### config.mk
export PLATFORM = sky130hd
export DESIGN_NAME = group1_handshake_port_control
export DESIGN_NICKNAME = d
export VERILOG_FILES = /design/src/hw/g1_hs_pkg.sv /design/src/hw/hs_fifo.sv /design/src/hw/group1_handshake_port_control.sv
export VERILOG_INCLUDE_DIRS = /design/src /design/src/hw
export SDC_FILE = /design/constraint.sdc
export NUM_CORES = 1
export LEC_CHECK = 0
export ABC_AREA = 1
export BUFFER_PORTS_ARGS = -buffer_cell sky130_fd_sc_hd__buf_4
export CELL_PAD_IN_SITES_DETAIL_PLACEMENT = 1
export CELL_PAD_IN_SITES_GLOBAL_PLACEMENT = 2
export CORE_MARGIN = 10
export CORE_UTILIZATION = 36
export DETAILED_ROUTE_END_ITERATION = 12
export GPL_ROUTABILITY_DRIVEN = 0
export GPL_TIMING_DRIVEN = 0
export PLACE_DENSITY = 0.89
export RECOVER_POWER = 100
export SLEW_MARGIN = 10
export SYNTH_ARGS = -nofsm -noshare
export SYNTH_HDL_FRONTEND = slang
export SYNTH_SLANG_ARGS = --single-unit
export TNS_END_PERCENT = 50
### constraint.sdc
create_clock -name i_core_clk -period 6.16 [get_ports i_core_clk]
set_input_delay 1.848 -clock i_core_clk [delete_from_list [all_inputs] [get_ports i_core_clk]]
set_output_delay 1.848 -clock i_core_clk [all_outputs]
set_load 0.02 [all_outputs]
### src/hw/g1_hs_cfg.svh
`ifndef G1_HS_CFG_SVH
`define G1_HS_CFG_SVH

// Register byte offsets from the board base
`define CONFIG_OFS     5'h00
`define PORT_A_OFS     5'h06
`define PORT_B_OFS     5'h07

// Configuration word field positions
`define BIT_B_EN       10
`define BIT_A_EN       9
`define BIT_LRESET     8
`define BIT_REQ_INV    6
`define BIT_DBL_BUF    5
`define BIT_PULSE      4
`define BIT_TRAIL      3
`define BIT_ACK_INV    2
`define BIT_MAN_ACK    1
`define BIT_EXTRA_OUT  0

// Reset values
`define RDATA_RST      16'h0000
`define BYTE_RST       8'h00

// Timing: core clock period and acknowledge pulse width
`define CLK_PERIOD_NS  5
`define ACK_PULSE_NS   100
`define ACK_PULSE_CYC  ((`ACK_PULSE_NS + `CLK_PERIOD_NS - 1) / `CLK_PERIOD_NS)

// Pattern FIFO depth
`define FIFO_DEPTH     16

`endif

### src/hw/g1_hs_pkg.sv
`include "g1_hs_cfg.svh"

package g1_hs_pkg;

    // Stored configuration bits (bit 7 and the upper bits are not kept)
    typedef struct packed {
        logic port_b_handshake_enable;
        logic port_a_handshake_enable;
        logic group1_local_reset;
        logic group1_request_invert;
        logic port_a_double_buffer;
        logic group1_pulse_mode;
        logic group1_trailing_edge_select;
        logic group1_acknowledge_invert;
        logic group1_manual_acknowledge;
        logic extra_output_line;
    } cfg_t;

    // Handshake sequencer
    typedef enum logic [1:0] {
        HS_IDLE      = 2'b00,
        HS_ACK_LEVEL = 2'b01,
        HS_ACK_PULSE = 2'b10
    } hs_state_t;

    typedef logic [7:0] cnt_t;
    typedef logic [7:0] byte_t;

    // Host bus request, one cycle wide strobes
    typedef struct packed {
        logic [4:0]  addr;
        logic        wr;
        logic        rd;
        logic [15:0] wdata;
    } bus_req_t;

endpackage

### src/hw/hs_fifo.sv
`timescale 1ns/1ps

module hs_fifo
    import g1_hs_pkg::*;
#(
    parameter int WIDTH = 8,
    parameter int DEPTH = 16
) (
    // Clock and reset
    input  wire logic             i_core_clk,
    input  wire logic             i_rst_n,
    input  wire logic             i_flush,
    // Fill side
    input  wire logic             i_in_valid,
    input  wire logic [WIDTH-1:0] i_in_data,
    output logic                  o_in_ready,
    // Drain side
    output logic                  o_out_valid,
    output logic [WIDTH-1:0]      o_out_data,
    input  wire logic             i_out_ready
);
    localparam int AW = $clog2(DEPTH);

    // Pointers carry one wrap bit so full and empty stay distinct
    generate
        if (DEPTH < 2 || (1 << AW) != DEPTH) begin : g_bad_depth
            $error("hs_fifo depth must be a power of two, at least 2");
        end
        if (WIDTH < 1) begin : g_bad_width
            $error("hs_fifo width must be at least 1");
        end
    endgenerate

    typedef struct packed {
        logic [DEPTH-1:0][WIDTH-1:0] mem;
        logic [AW:0]                 wp;
        logic [AW:0]                 rp;
    } fifo_st_t;

    fifo_st_t s;
    fifo_st_t next_s;
    logic     push;
    logic     pop;

    // Handshake flags straight from the pointers
    assign o_in_ready  = (s.wp - s.rp) != (AW+1)'(DEPTH);
    assign o_out_valid = s.wp != s.rp;
    assign o_out_data  = s.mem[s.rp[AW-1:0]];
    assign push        = i_in_valid && o_in_ready;
    assign pop         = i_out_ready && o_out_valid;

    // Flush wins over any transfer in the same cycle
    always_comb begin
        next_s = s;
        if (i_flush) begin
            next_s.wp = '0;
            next_s.rp = '0;
        end else begin
            if (push) begin
                next_s.mem[s.wp[AW-1:0]] = i_in_data;
                next_s.wp = s.wp + 1'b1;
            end
            if (pop) begin
                next_s.rp = s.rp + 1'b1;
            end
        end
    end

    always_ff @(posedge i_core_clk) begin
        if (!i_rst_n) begin
            s <= '0;
        end else begin
            s <= next_s;
        end
    end

endmodule

### src/hw/group1_handshake_port_control.sv
// Functional notes
// - Port B enable bit puts port B under group one handshake control.
// - Port A enable bit puts port A under group one handshake control.
// - Setting then clearing the local reset bit resets the handshake logic.
// - Bit seven of the configuration word is ignored on write.
// - Request invert set means low request is active; clear means high.
// - Double-buffered output: writes fill first buffer, requests copy it to pins.
// - Single-buffered output: written data reaches the pins at once.
// - Double-buffered input: request latches pins; reads return the latch.
// - Single-buffered input: reads return the live pin values.
// - Pulse bit selects pulse handshaking; clear selects level handshaking.
// - In pulse mode the edge bit picks trailing, else leading edge.
// - Acknowledge invert set drives acknowledge low, clear drives it high.
// - Manual acknowledge bit directly sets or clears the acknowledge line; the code ORs it with the sequencer acknowledge.
// - Extra output bit drives the extra connector line directly.
// - Configuration word is a write-only 16-bit register at offset zero.
`timescale 1ns/1ps
`include "g1_hs_cfg.svh"

module group1_handshake_port_control
    import g1_hs_pkg::*;
#(
    parameter int FIFO_DEPTH = `FIFO_DEPTH
) (
    // Clock and reset
    input  wire logic     i_core_clk,
    input  wire logic     i_rst_n,
    // Host bus
    input  wire bus_req_t i_bus,
    output logic [15:0]   o_bus_rdata,
    output logic          o_port_a_wr_ready,
    // Port directions
    input  wire logic     i_port_a_dir_out,
    input  wire logic     i_port_b_dir_out,
    // Port A connector pins
    input  wire byte_t    i_port_a_pins,
    output byte_t         o_port_a_pins,
    output logic          o_port_a_oe,
    // Port B connector pins
    input  wire byte_t    i_port_b_pins,
    output byte_t         o_port_b_pins,
    output logic          o_port_b_oe,
    // Handshake and extra lines
    input  wire logic     i_group1_request_line,
    output logic          o_group1_acknowledge_line,
    output logic          o_extra_output_line
);
    localparam cnt_t ACK_CYC = cnt_t'(`ACK_PULSE_CYC);

    generate
        if (`ACK_PULSE_CYC < 1 || `ACK_PULSE_CYC > 255) begin : g_bad_ack
            $error("acknowledge pulse count does not fit its counter");
        end
    endgenerate

    // All module state except the pattern FIFO in one record
    typedef struct packed {
        cfg_t        cfg;
        logic        req_s1;
        logic        req_s2;
        logic        req_prev;
        byte_t       pa_s1;
        byte_t       pa_s2;
        byte_t       pb_s1;
        byte_t       pb_s2;
        hs_state_t   hs;
        cnt_t        cnt;
        logic        ack;
        logic        ack_line;
        byte_t       pa_out;
        byte_t       pa_in;
        byte_t       pb_out;
        byte_t       pb_in;
        logic [15:0] rdata;
    } st_t;

    st_t   s;
    st_t   next_s;
    logic  req_act;
    logic  recog;
    logic  wr_cfg;
    logic  wr_pa;
    logic  wr_pb;
    logic  pa_dbl_out;
    logic  fifo_push;
    logic  fifo_pop;
    logic  fifo_valid;
    logic  fifo_ready;
    byte_t fifo_data;

    // Bit 7 and the upper delay/DMA/interrupt bits are dropped here
    function automatic cfg_t to_cfg(input logic [15:0] w);
        cfg_t c;
        c.port_b_handshake_enable     = w[`BIT_B_EN];
        c.port_a_handshake_enable     = w[`BIT_A_EN];
        c.group1_local_reset          = w[`BIT_LRESET];
        c.group1_request_invert       = w[`BIT_REQ_INV];
        c.port_a_double_buffer        = w[`BIT_DBL_BUF];
        c.group1_pulse_mode           = w[`BIT_PULSE];
        c.group1_trailing_edge_select = w[`BIT_TRAIL];
        c.group1_acknowledge_invert   = w[`BIT_ACK_INV];
        c.group1_manual_acknowledge   = w[`BIT_MAN_ACK];
        c.extra_output_line           = w[`BIT_EXTRA_OUT];
        return c;
    endfunction

    // Address decode; the configuration word has no read path
    assign wr_cfg = i_bus.wr && i_bus.addr == `CONFIG_OFS;
    assign wr_pa  = i_bus.wr && i_bus.addr == `PORT_A_OFS;
    assign wr_pb  = i_bus.wr && i_bus.addr == `PORT_B_OFS;

    // Request polarity applied after the synchroniser
    assign req_act = s.req_s2 ^ s.cfg.group1_request_invert;

    // Recognition: level, leading edge or trailing edge of the request
    always_comb begin
        recog = 1'b0;
        if ((s.cfg.port_a_handshake_enable || s.cfg.port_b_handshake_enable)
            && !s.cfg.group1_local_reset && s.hs == HS_IDLE) begin
            if (s.cfg.group1_pulse_mode) begin
                if (s.cfg.group1_trailing_edge_select) begin
                    recog = !req_act && s.req_prev;
                end else begin
                    recog = req_act && !s.req_prev;
                end
            end else begin
                recog = req_act;
            end
        end
    end

    // Pattern FIFO is the first buffer of a double-buffered output port
    assign pa_dbl_out = s.cfg.port_a_handshake_enable && s.cfg.port_a_double_buffer
                        && i_port_a_dir_out;
    assign fifo_push  = wr_pa && pa_dbl_out;
    assign fifo_pop   = recog && pa_dbl_out;
    assign o_port_a_wr_ready = fifo_ready;

    hs_fifo #(
        .WIDTH(8),
        .DEPTH(FIFO_DEPTH)
    ) u_fifo (
        .i_core_clk (i_core_clk),
        .i_rst_n    (i_rst_n),
        .i_flush    (s.cfg.group1_local_reset),
        .i_in_valid (fifo_push),
        .i_in_data  (i_bus.wdata[7:0]),
        .o_in_ready (fifo_ready),
        .o_out_valid(fifo_valid),
        .o_out_data (fifo_data),
        .i_out_ready(fifo_pop)
    );

    // Next-state logic for the whole block
    always_comb begin
        next_s = s;
        // Two-stage synchronisers on every pin input
        next_s.req_s1   = i_group1_request_line;
        next_s.req_s2   = s.req_s1;
        next_s.pa_s1    = i_port_a_pins;
        next_s.pa_s2    = s.pa_s1;
        next_s.pb_s1    = i_port_b_pins;
        next_s.pb_s2    = s.pb_s1;
        next_s.req_prev = req_act;

        if (wr_cfg) begin
            next_s.cfg = to_cfg(i_bus.wdata);
        end

        // Output data paths
        if (fifo_pop && fifo_valid) begin
            next_s.pa_out = fifo_data;
        end else if (wr_pa && !pa_dbl_out) begin
            next_s.pa_out = i_bus.wdata[7:0];
        end
        if (wr_pb) begin
            next_s.pb_out = i_bus.wdata[7:0];
        end

        // Input latches on a recognised request
        if (recog && s.cfg.port_a_handshake_enable && s.cfg.port_a_double_buffer
            && !i_port_a_dir_out) begin
            next_s.pa_in = s.pa_s2;
        end
        if (recog && s.cfg.port_b_handshake_enable && !i_port_b_dir_out) begin
            next_s.pb_in = s.pb_s2;
        end

        // Acknowledge sequencer
        case (s.hs)
            HS_IDLE: begin
                if (recog) begin
                    next_s.ack = 1'b1;
                    if (s.cfg.group1_pulse_mode) begin
                        next_s.hs  = HS_ACK_PULSE;
                        next_s.cnt = ACK_CYC - 8'h01;
                    end else begin
                        next_s.hs = HS_ACK_LEVEL;
                    end
                end
            end
            HS_ACK_LEVEL: begin
                // Hold until the peripheral withdraws its request
                if (!req_act) begin
                    next_s.hs  = HS_IDLE;
                    next_s.ack = 1'b0;
                end
            end
            HS_ACK_PULSE: begin
                if (s.cnt == 8'h00) begin
                    next_s.hs  = HS_IDLE;
                    next_s.ack = 1'b0;
                end else begin
                    next_s.cnt = s.cnt - 8'h01;
                end
            end
            default: begin
                next_s.hs  = HS_IDLE;
                next_s.ack = 1'b0;
            end
        endcase

        // Local reset holds the handshake idle while the bit stays set
        if (s.cfg.group1_local_reset) begin
            next_s.hs       = HS_IDLE;
            next_s.ack      = 1'b0;
            next_s.cnt      = 8'h00;
            next_s.req_prev = 1'b0;
            next_s.pa_in    = `BYTE_RST;
            next_s.pb_in    = `BYTE_RST;
        end

        // Registered acknowledge pin: manual bit ORed in, then polarity
        next_s.ack_line = (next_s.ack || next_s.cfg.group1_manual_acknowledge)
                          ^ next_s.cfg.group1_acknowledge_invert;

        // Read data registered one cycle after the strobe
        next_s.rdata = `RDATA_RST;
        if (i_bus.rd && i_bus.addr == `PORT_A_OFS) begin
            if (i_port_a_dir_out) begin
                next_s.rdata[7:0] = s.pa_out;
            end else if (s.cfg.port_a_handshake_enable && s.cfg.port_a_double_buffer) begin
                next_s.rdata[7:0] = s.pa_in;
            end else begin
                next_s.rdata[7:0] = s.pa_s2;
            end
        end else if (i_bus.rd && i_bus.addr == `PORT_B_OFS) begin
            if (i_port_b_dir_out) begin
                next_s.rdata[7:0] = s.pb_out;
            end else if (s.cfg.port_b_handshake_enable) begin
                next_s.rdata[7:0] = s.pb_in;
            end else begin
                next_s.rdata[7:0] = s.pb_s2;
            end
        end
    end

    always_ff @(posedge i_core_clk) begin
        if (!i_rst_n) begin
            s <= '0;
        end else begin
            s <= next_s;
        end
    end

    // Outputs from flops, except the output enables, which follow the direction inputs
    assign o_bus_rdata               = s.rdata;
    assign o_port_a_pins             = s.pa_out;
    assign o_port_a_oe               = i_port_a_dir_out;
    assign o_port_b_pins             = s.pb_out;
    assign o_port_b_oe               = i_port_b_dir_out;
    assign o_group1_acknowledge_line = s.ack_line;
    assign o_extra_output_line       = s.cfg.extra_output_line;
endmodule

; ---- Word-level counts from Yosys, hierarchy flattened
; Index checks and enable logic that the tools add are counted.
; Widths: inputs -> output; s select.
[word_totals]
register_bits = 243
out_inout_bits = 37
wordCells = 135
[op_classes]
n_addsub = 4
magnitude_cmp = 3
n_mux = 29
bitwise = 4
eq_ne = 11
reduce_logical = 39
[op_table]
columns = operator, n
row1 = $bwmux 128, 1
row2 = $mux 8, 12
row3 = $bmux 8 s4, 1
row4 = $demux 8 s4, 1
row5 = $logic_and 1x1->1, 22
row6 = $pmux 8 s2, 1
row7 = $mux 11, 1
row8 = $add 5x1->5 const B, 2
row9 = $eq 5x3->1 const B, 2
row10 = $lt 4x5->1 const B, 2
row11 = $ne 2x2->1 const B, 5
row12 = $logic_not 8->1, 1
row13 = $sub 8x1->8 const B, 1
row14 = $logic_not 1->1, 6
row15 = $mux 1, 6
row16 = $mux 2, 3
row17 = $pmux 2 s3, 1
row18 = $logic_not 5->1, 1
row19 = $ne 5x5->1, 1
row20 = $ne 5x5->1 const B, 1
row21 = $sub 5x5->5, 1
row22 = $ge 4x1->1 const B, 1
row23 = $reduce_and 4->1, 1
row24 = $reduce_bool 2->1, 2
row25 = other kinds (11), 14

; ---- Depth between registers and ports, before layout
; Gate-level depths: netlist (run 1).
[logic_depth]
ltp_word = 11
mapped_depth = 17
depth_no_buf = 14

; ---- By module
; From an unflattened synthesis (run 1), not the netlist that was laid out.
[hier_totals]
hier_cells = 1769
hier_area_um2 = 11572.3
[by_module_without_submodules]
columns = module, n_inst, cells_per_inst, area_each_um2
row1 = hs_fifo, 1, 1158, 7216.9
row2 = group1_handshake_port_control, 1, 611, 4355.4

; ---- Worst setup path after synthesis (run 1)
; No wires, ideal clock.
[synth_path]
kind = register to output
start = register u_fifo.s[2] in the netlist's numbering
end = output o_port_a_wr_ready
t_required_ns = 4.312
path_slack_ns = 2.330
path_stages_with_launch = 12
n_path_buf = 3
t_arrival_ns = 1.982
path_cell_list = dfxtp_1 > clkbuf_1 > inv_1 > clkbuf_1 > ha_1 > a21oi_1 > nand2_1 > nand2_1 > nand2_1 > nor2_1 > nand2_4 > buf_6
[synth_via]
elab_chain_len = 2
[synth_lines]
columns = item, line
row1 = start: declaration, hs_fifo.sv:40  ; fifo_st_t s;
row2 = start signal: assignment, hs_fifo.sv:73  ; s <= next_s;
row3 = $sub 5x5->5, hs_fifo.sv:46  ; assign o_in_ready = (s.wp - s.rp) != (AW+1)'(DEPTH);
row4 = $ne 5x5->1, hs_fifo.sv:46
row5 = end: declaration, group1_handshake_port_control.sv:31  ; output logic o_port_a_wr_ready,
; No other way between the ends.

; ---- Worst setup path in the final report (run 1)
[layout_path]
start = register u_fifo.s[1] in the netlist's numbering
end = output o_port_a_wr_ready
; Same word-level chain as after synthesis.

==> summary.txt, run 1 <==
Synthesis
  – Dominant synthesized flop cell: dfxtp_1
  – Simple-Gate Fraction of Synth Area: 0.2751
  – Area share of fa/ha/maj cells after synthesis: 0.01194
  – Fraction of the mapped netlist area in compound gates: 0.1427
  – Number of synthesized flops with an enable pin: 0
  – Top-area cell type share of the netlist area: 0.4082
  – Syn_area_per_cell: 6.685 um2
  – Post-Syn Instances: 1724
  – YS warnings: 0
  – Cell with the most instances after synthesis: nand2_1
  – Mux cell area share after synthesis: 0
  – Synth area leaders: dfxtp_1 41%, nand2_1 12%, inv_1 9.3%
  – Seq cells post-synth: 235
  – Most common library cells after synthesis: 372 x nand2_1, 286 x inv_1, 278 x nor2_1, 235 x dfxtp_1, 157 x o21ai_0
  – Sequential share of the synthesized area: 0.4082
  – Syn Std Cell Area: 0.01152 mm2
  – Combinational family with the most area after synthesis: simple AND/OR/NAND/NOR gates
  – Leading area contributor after synthesis: dfxtp_1
  – XOR/XNOR Fraction of Synth Area: 0.006080
  – FFs w/ async S/R, synth: 0
  – Distinct cells, synth: 42

Clocking
  – Clk_lat worst skew: 0.56 ns
  – CTS buffer count: 29
  – # resized after CTS: 0
  – H-tree depth: 1
  – Clock Tree Root: clkbuf_16
  – CTS tree: done
  – Worst-case clock buffer depth: 3
  – Clock sinks: 235
  – Post CTS Setup Buffer Count: 0
  – CTS clk-pin slew, worst paths: 0.06 ns
  – Cts hold-fix bufs: 0

Worst setup path
  – CP Launch Type: flop
  – Reg2reg start: u_fifo.s[1]
  – Crit-path most repeated cell: nand2_1
  – Worst-path cell with the longest stage delay: clkbuf_1
  – Reg2reg end: u_fifo.s[57]
  – Slowest stage delay, CP: 0.61 ns
  – Reg2reg setup slack: 2.22 ns
  – Worst Setup End Kind: primary output
  – Req. time, crit path: 4.31 ns
  – CP cell instances: buf_2 -> inv_1 -> clkbuf_1 -> ha_1 -> nand2_1 -> nand2_1 -> nand2_1 -> nand2_1 -> nor2_1 -> nor2_1 -> nand2_4 -> clkbuf_1 -> clkbuf_1
  – Worst EP arrival: 3.51 ns
  – R2R depth: 16
  – Crit path kind: reg2out
  – Crit path max fanout: 10

Finish
  – Layout Area Growth over Synthesis: 14.78%
  – Fin nets: 1876
  – Fillers: 4140
  – Final core utilization: 0.4192
  – Share of cells above drive strength 1: 0.08514

Global route
  – Pin count of the biggest net entering global routing: 15
  – Initial antenna violation count: 0
  – Vias in the first global route: 11.17k
  – GRT Total Usage: 0.2096
  – Gr ovfl total: 0
  – Global-route wire length before repair: 64.28 mm

STA
  – Setup TNS: 0 ns
  – RSZ-0062 raised after global routing: false
  – Peak Freq: 186.8 MHz
  – Slew HR: 0.3703
  – # setup viols final: 0
  – Final period util: 0.8691
  – Worst slew pin tran: 0.9446 ns
  – Setup slack after layout: 0.8062 ns
  – Min Tclk post-route: 5.354 ns
  – Layout Skew: 0.01808 ns
  – Fin. Hold Viols: 0
  – Pins Over Slew Limit: 0
  – Hold WS: 0.4072 ns

Detailed routing
  – DR pass1 iterations: 5
  – WL/cell: 18.53 um
  – Via/cell ratio: 4.903
  – DRC violations left: 0
  – Final wirelength: 41.65 mm
  – Antenna-violating nets left: 0
  – Detailed Route Iter0 Violations: 535
  – Routed vias: 11.02k

Floorplan
  – Die ar.: 0.03957 mm2
  – Initial Utilization: 0.3652
  – I/O pin count: 81
  – Die height: 198.9 um
  – Row count: 65
  – Core area: 0.03156 mm2
  – Die width: 198.9 um

Hold path
  – End of the worst hold path: s[83]
  – Hold Startpoint: next_s[83]
  – Worst min path class: reg2reg
  – Worst Hold Depth: 2

Pwr
  – Leak: 6.402 nW
  – Int Pwr: 2.737 mW
  – Sw frac: 0.2312
  – Max IR drop VDD: 0.0001864 V
  – Net load switching power: 0.8232 mW
  – Clk pwr share: 0.526
  – Sequential share of power: 0.433
  – Power Density: 269.1 mW/mm2
  – Comb pwr share: 0.041

Flow run
  – Max_cap viols: 0

Place
  – Pre-CTS setup slack: 1.702 ns
  – Final HPWL DP: 30.57 mm
  – IO Port Bufs: 59

Status
  – Status: finished clean
layout make-up:
type	count	area (um2)	share of cell area
multi-input cells	1082	4867	0.3680
flip-flops and latches	235	4705	0.3557
inverters	292	1096	0.08286
clock buffers	40	837.1	0.06328
plain buffers	122	608.1	0.04597
well taps	402	503.0	0.03802
repair buffers	59	390.4	0.02951
clock inverters	14	219.0	0.01655
diodes	1	2.502	0.0001892
flip-flops by register name, summed over array words and instances (netlist names):
register / flops
next_s: 17
o_port_b_pins: 8
s: 54
u_fifo.s: 138
o_port_a_pins: 8
o_bus_rdata: 8
o_extra_output_line: 1
o_group1_acknowledge_line: 1
worst max-delay path by stage:
stage,start,end,cells past startpoint
CTS,u_fifo.s[2],o_port_a_wr_ready,12
detailed placement,u_fifo.s[1],o_port_a_wr_ready,13
finish,u_fifo.s[1],o_port_a_wr_ready,13
global route,u_fifo.s[2],o_port_a_wr_ready,13
floorplan,i_port_a_dir_out,o_port_a_oe,1
global placement,u_fifo.s[1],o_port_a_wr_ready,12
power by group through the flow:
stage | sequential [mW] | combinational [mW] | clock (mW)
finish | 1.54 | 0.147 | 1.87
detailed placement | 1.57 | 0.148 | 0
global placement | 1.57 | 0.145 | 0
CTS | 1.54 | 0.149 | 1.90
floorplan | 1.57 | 0.0790 | 0
global route | 1.54 | 0.161 | 1.97
layout by cell type (no fill, tap or decap), types with 8 or more instances in the layout:
| cell type | netlist | layout |
|---|---|---|
| dfxtp_1 | 235 | 235 |
| clkbuf_1 | 53 | 89 |
| inv_1 | 286 | 288 |
| o211ai_1 | 26 | 26 |
| conb_1 | 1 | 8 |
| nor2_1 | 278 | 279 |
| clkbuf_4 | 0 | 19 |
| nand4_1 | 9 | 15 |
| ha_1 | 11 | 11 |
| buf_4 | 42 | 61 |
| a21oi_1 | 111 | 111 |
| nand2_1 | 372 | 372 |
| nand3_1 | 53 | 60 |
| o21ai_0 | 157 | 158 |
| buf_2 | 11 | 9 |
| clkbuf_16 | 0 | 29 |
layer usage:
layer / wire, um / global-route usage / part of all wire / vias up
li1: - / - / - / 5464
met1: 19510 / 0.2817 / 0.47 / 5305
met2: 19540 / 0.3496 / 0.47 / 188
met3: 1661 / 0.02467 / 0.040 / 60
met4: 925 / 0.04945 / 0.022 / 0
met5: 0 / 0 / 0 / -
cells by family (layout without fill, tap and decap cells):
| family | after synthesis | after routing |
|---|---|---|
| buf+inv | 414 | 527 |
| compound gates | 310 | 310 |
| simple gates | 745 | 745 |
| xor+xnor | 8 | 8 |
| flops | 235 | 235 |
| fa+ha+maj | 11 | 11 |
| other cells | 1 | 9 |
worst max-delay path, delay by kind of cell, from the launching register on:
kind / cells / cell delay (ns)
flops: 1 / 0.33
fa+ha+maj: 1 / 0.38
simple gates: 7 / 0.54
buf+inv: 5 / 1.68
through the flow:
| stage | cell area, um2 | instances | power [mW] |
|---|---|---|---|
| after floorplan | 11550 | 1731 | 1.650 |
| after global placement | 12500 | 2192 | 1.719 |
| after detailed placement | 12500 | 2192 | 1.721 |
| after CTS | 13550 | 2246 | 3.589 |
| after global routing | 13230 | 2246 | 3.671 |
| final | 13230 | 2247 | 3.560 |
Power figures use the tool's default switching activity.
==> inputs of run 2 (changes only) <==
--- a/config.mk
+++ b/config.mk
@@ -6,16 +6,15 @@
 export SDC_FILE = /design/constraint.sdc
 export NUM_CORES = 1
 export LEC_CHECK = 0
-export ABC_AREA = 1
 export BUFFER_PORTS_ARGS = -buffer_cell sky130_fd_sc_hd__buf_4
 export CELL_PAD_IN_SITES_DETAIL_PLACEMENT = 1
 export CELL_PAD_IN_SITES_GLOBAL_PLACEMENT = 2
 export CORE_MARGIN = 10
-export CORE_UTILIZATION = 36
+export CORE_UTILIZATION = 42
 export DETAILED_ROUTE_END_ITERATION = 12
 export GPL_ROUTABILITY_DRIVEN = 0
 export GPL_TIMING_DRIVEN = 0
-export PLACE_DENSITY = 0.89
+export PLACE_DENSITY = 0.9
 export RECOVER_POWER = 100
 export SLEW_MARGIN = 10
 export SYNTH_ARGS = -nofsm -noshare
==> run 2 against run 1 <==
  * Count of clock-buffer cells in the layout is 1 lower
  * Final area decreased by 9.1%
  * Power down 9.5%
  * Synthesized cell count shrank 40%
  * Clock skew shrank 0.0086 ns
  * Highest routed layer unchanged
==> summary.txt, run 2 <==
Synthesis
  – YS warnings: 0
  – Fraction of the mapped netlist area in compound gates: 0.04767
  – FFs w/ async S/R, synth: 0
  – Mux cell area share after synthesis: 0.2470
  – Sequential share of the synthesized area: 0.4515
  – XOR/XNOR Fraction of Synth Area: 0.01165
  – Top-area cell type share of the netlist area: 0.4515
  – Post-Syn Instances: 1038
  – Synth area leaders: dfxtp_1 45%, mux2i_1 17%, mux4_2 7.8%
  – Leading area contributor after synthesis: dfxtp_1
  – Simple-Gate Fraction of Synth Area: 0.1631
  – Cell with the most instances after synthesis: dfxtp_1
  – Dominant synthesized flop cell: dfxtp_1
  – Seq cells post-synth: 235
  – Area share of fa/ha/maj cells after synthesis: 0.01321
  – Number of synthesized flops with an enable pin: 0
  – Distinct cells, synth: 55
  – Syn Std Cell Area: 0.01042 mm2
  – Most common library cells after synthesis: 235 x dfxtp_1, 175 x mux2i_1, 173 x nand2_1, 81 x nor2_1, 45 x buf_4
  – Combinational family with the most area after synthesis: multiplexers
  – Syn_area_per_cell: 10.04 um2

Status
  – Status: finished clean

Pwr
  – Comb pwr share: 0.038
  – Net load switching power: 0.7361 mW
  – Final Power: 3.223 mW
  – Sw frac: 0.2284
  – Sequential share of power: 0.477
  – Clk pwr share: 0.485
  – Leak: 4.372 nW
  – Int Pwr: 2.487 mW
  – Max IR drop VDD: 0.0002124 V
  – Power Density: 268.1 mW/mm2

Floorplan
  – Die ar.: 0.03151 mm2
  – Die width: 177.5 um
  – I/O pin count: 81
  – Die height: 177.5 um
  – Core area: 0.02439 mm2
  – Initial Utilization: 0.4272
  – Row count: 57

Worst setup path
  – Slowest stage delay, CP: 0.53 ns
  – Crit path max-delay family: buffers and inverters
  – Req. time, crit path: 4.31 ns
  – Crit path kind: reg2out
  – WP buf/inv: 7
  – CP Launch Type: flop
  – Worst EP arrival: 3.98 ns
  – Crit path max fanout: 10
  – Worst Setup End Kind: primary output
  – CP cell instances: buf_2 -> clkbuf_4 -> buf_2 -> inv_1 -> ha_1 -> nor2b_1 -> o21a_1 -> o21a_1 -> o22a_2 -> inv_2 -> buf_6 -> clkbuf_2
  – Worst-path cell with the longest stage delay: dfxtp_1

STA
  – Pins Over Slew Limit: 0
  – Worst slew pin tran: 1.426 ns
  – Setup TNS: 0 ns
  – Slew HR: 0.04213
  – Peak Freq: 171.7 MHz
  – # setup viols final: 0
  – RSZ-0062 raised after global routing: false
  – Min Tclk post-route: 5.825 ns
  – Final period util: 0.9456
  – Fin. Hold Viols: 0
  – Layout Skew: 0.009456 ns

Clocking
  – CTS clk-pin slew, worst paths: 0.06 ns
  – CTS buffer count: 27
  – Clk_lat worst skew: 0.55 ns
  – Clock Tree Root: clkbuf_16
  – Post CTS Setup Buffer Count: 0
  – Cts hold-fix bufs: 0
  – Worst-case clock buffer depth: 3
  – CTS tree: done
  – Clock sinks: 235
  – H-tree depth: 1

Global route
  – Pin count of the biggest net entering global routing: 15
  – GRT Total Usage: 0.1902
  – Initial antenna violation count: 1
  – Gr ovfl total: 0
  – Global-route wire length before repair: 47.53 mm
  – Vias in the first global route: 8449

Detailed routing
  – Antenna-violating nets left: 0
  – Detailed Route Iter0 Violations: 421
  – DR pass1 iterations: 4
  – DRC violations left: 0
  – Routed vias: 7842
  – Via/cell ratio: 5.284
  – WL/cell: 20.35 um
  – Final wirelength: 30.20 mm

Finish
  – Register name with the most flops: u_fifo.s
  – N_diodes: 0
  – Fin nets: 1194
  – Layout Area Growth over Synthesis: 15.38%
  – Share of cells above drive strength 1: 0.1543
  – Post-layout instance area: 0.01202 mm2
  – Leading cell types in the layout, fill and taps excluded: 235 x dfxtp_1, 175 x mux2i_1, 173 x nand2_1
  – Most common cell after layout, fill and taps aside: dfxtp_1
  – Largest register FFs: 138

Place
  – IO Port Bufs: 65
  – Final HPWL DP: 22.02 mm
  – Placed cell area: 0.01134 mm2

Hold path
  – Worst min path class: reg2reg

Flow run
  – Max_cap viols: 0
[run 2: cell count changes in the layout (fill, tap and decap cells not counted), moves of 16 or more]
cell / before / now
and3_1: 0 / 19
nand3_1: 60 / 21
inv_1: 288 / 9
mux4_2: 0 / 36
nor2_1: 279 / 81
and2_0: 0 / 18
a21oi_1: 111 / 39
mux2i_1: 0 / 175
nand2_1: 372 / 173
o211ai_1: 26 / 3
and2_1: 1 / 17
o21ai_0: 158 / 12
[run 2: final cells by class]
type,count,area [um2]
multi-input cells,694,5042
repair buffers,65,402.9
well taps,324,405.4
clock inverters,11,101.3
clock buffers,39,770.7
inverters,11,41.29
flip-flops and latches,235,4705
plain buffers,105,554.3
fillers,2810,12370
[run 2: per-stage QoR]
step / std cells / util / hold slack, ns / setup WS [ns]
floorplan: 1045 / - / 0.4119 / 1.762
global placement: 1434 / 0.4649 / 0.4160 / 0.8349
detailed placement: 1434 / 0.4649 / 0.4203 / 0.8069
CTS: 1484 / 0.5007 / 0.4345 / 0.2175
global route: 1484 / 0.4929 / 0.4438 / 0.05640
finish: 1484 / 0.4929 / 0.4314 / 0.3353
[run 2: repair_timing]
action / CTS / global route
endpoints found under the hold margin: 0 / 0
endpoints found under the setup margin: 0 / 1
gates resized for setup: 0 / 1
[run 2: worst paths after layout]
check	from	end	slack [ns]	cells past startpoint
max	u_fifo.s[1]	o_port_a_wr_ready	0.34	12
min	next_s[64]	s[64]	0.43	1
max reg2reg	u_fifo.s[1]	u_fifo.s[90]	1.81	14
min reg2reg	next_s[64]	s[64]	0.43	1
[run 2: cell families after synthesis]
logic type / count (synthesis)
adders and majority gates: 11
xor gates and xnor gates: 13
other: 1
DFF: 235
buffers and inverters: 116
AOI/OAI and AO/OA: 81
muxes: 212
and+or+nand+nor: 369
[run 2: power by group through the flow]
stage          clock network [mW]  registers, mW  logic, mW
3_5_place_dp                    0           1.57      0.124
2_1_floorplan                   0           1.57     0.0664
6_report                     1.56           1.54      0.123
5_1_grt                      1.65           1.54      0.134
3_3_place_gp                    0           1.57      0.122
4_1_cts                      1.59           1.54      0.126
[run 2: worst register-to-register path, stage by stage (launching register included)]
cell	delay [ns]
dfxtp_1	0.53
buf_2	0.36
clkbuf_4	0.35
buf_2	0.34
inv_1	0.21
ha_1	0.37
nor2b_1	0.16
o21a_1	0.18
o21a_1	0.16
o22a_2	0.30
inv_2	0.14
buf_6	0.15
and3_1	0.15
clkbuf_1	0.58
mux2i_1	0.29
[run 2: routing by layer]
layer | up-vias | routed length, um | GRT usage
met2 | 109 | 14940 | 0.3318
met5 | - | 0 | 0
li1 | 3748 | - | -
met1 | 3945 | 13520 | 0.2398
met3 | 40 | 1140 | 0.03081
met4 | 0 | 595 | 0.04620
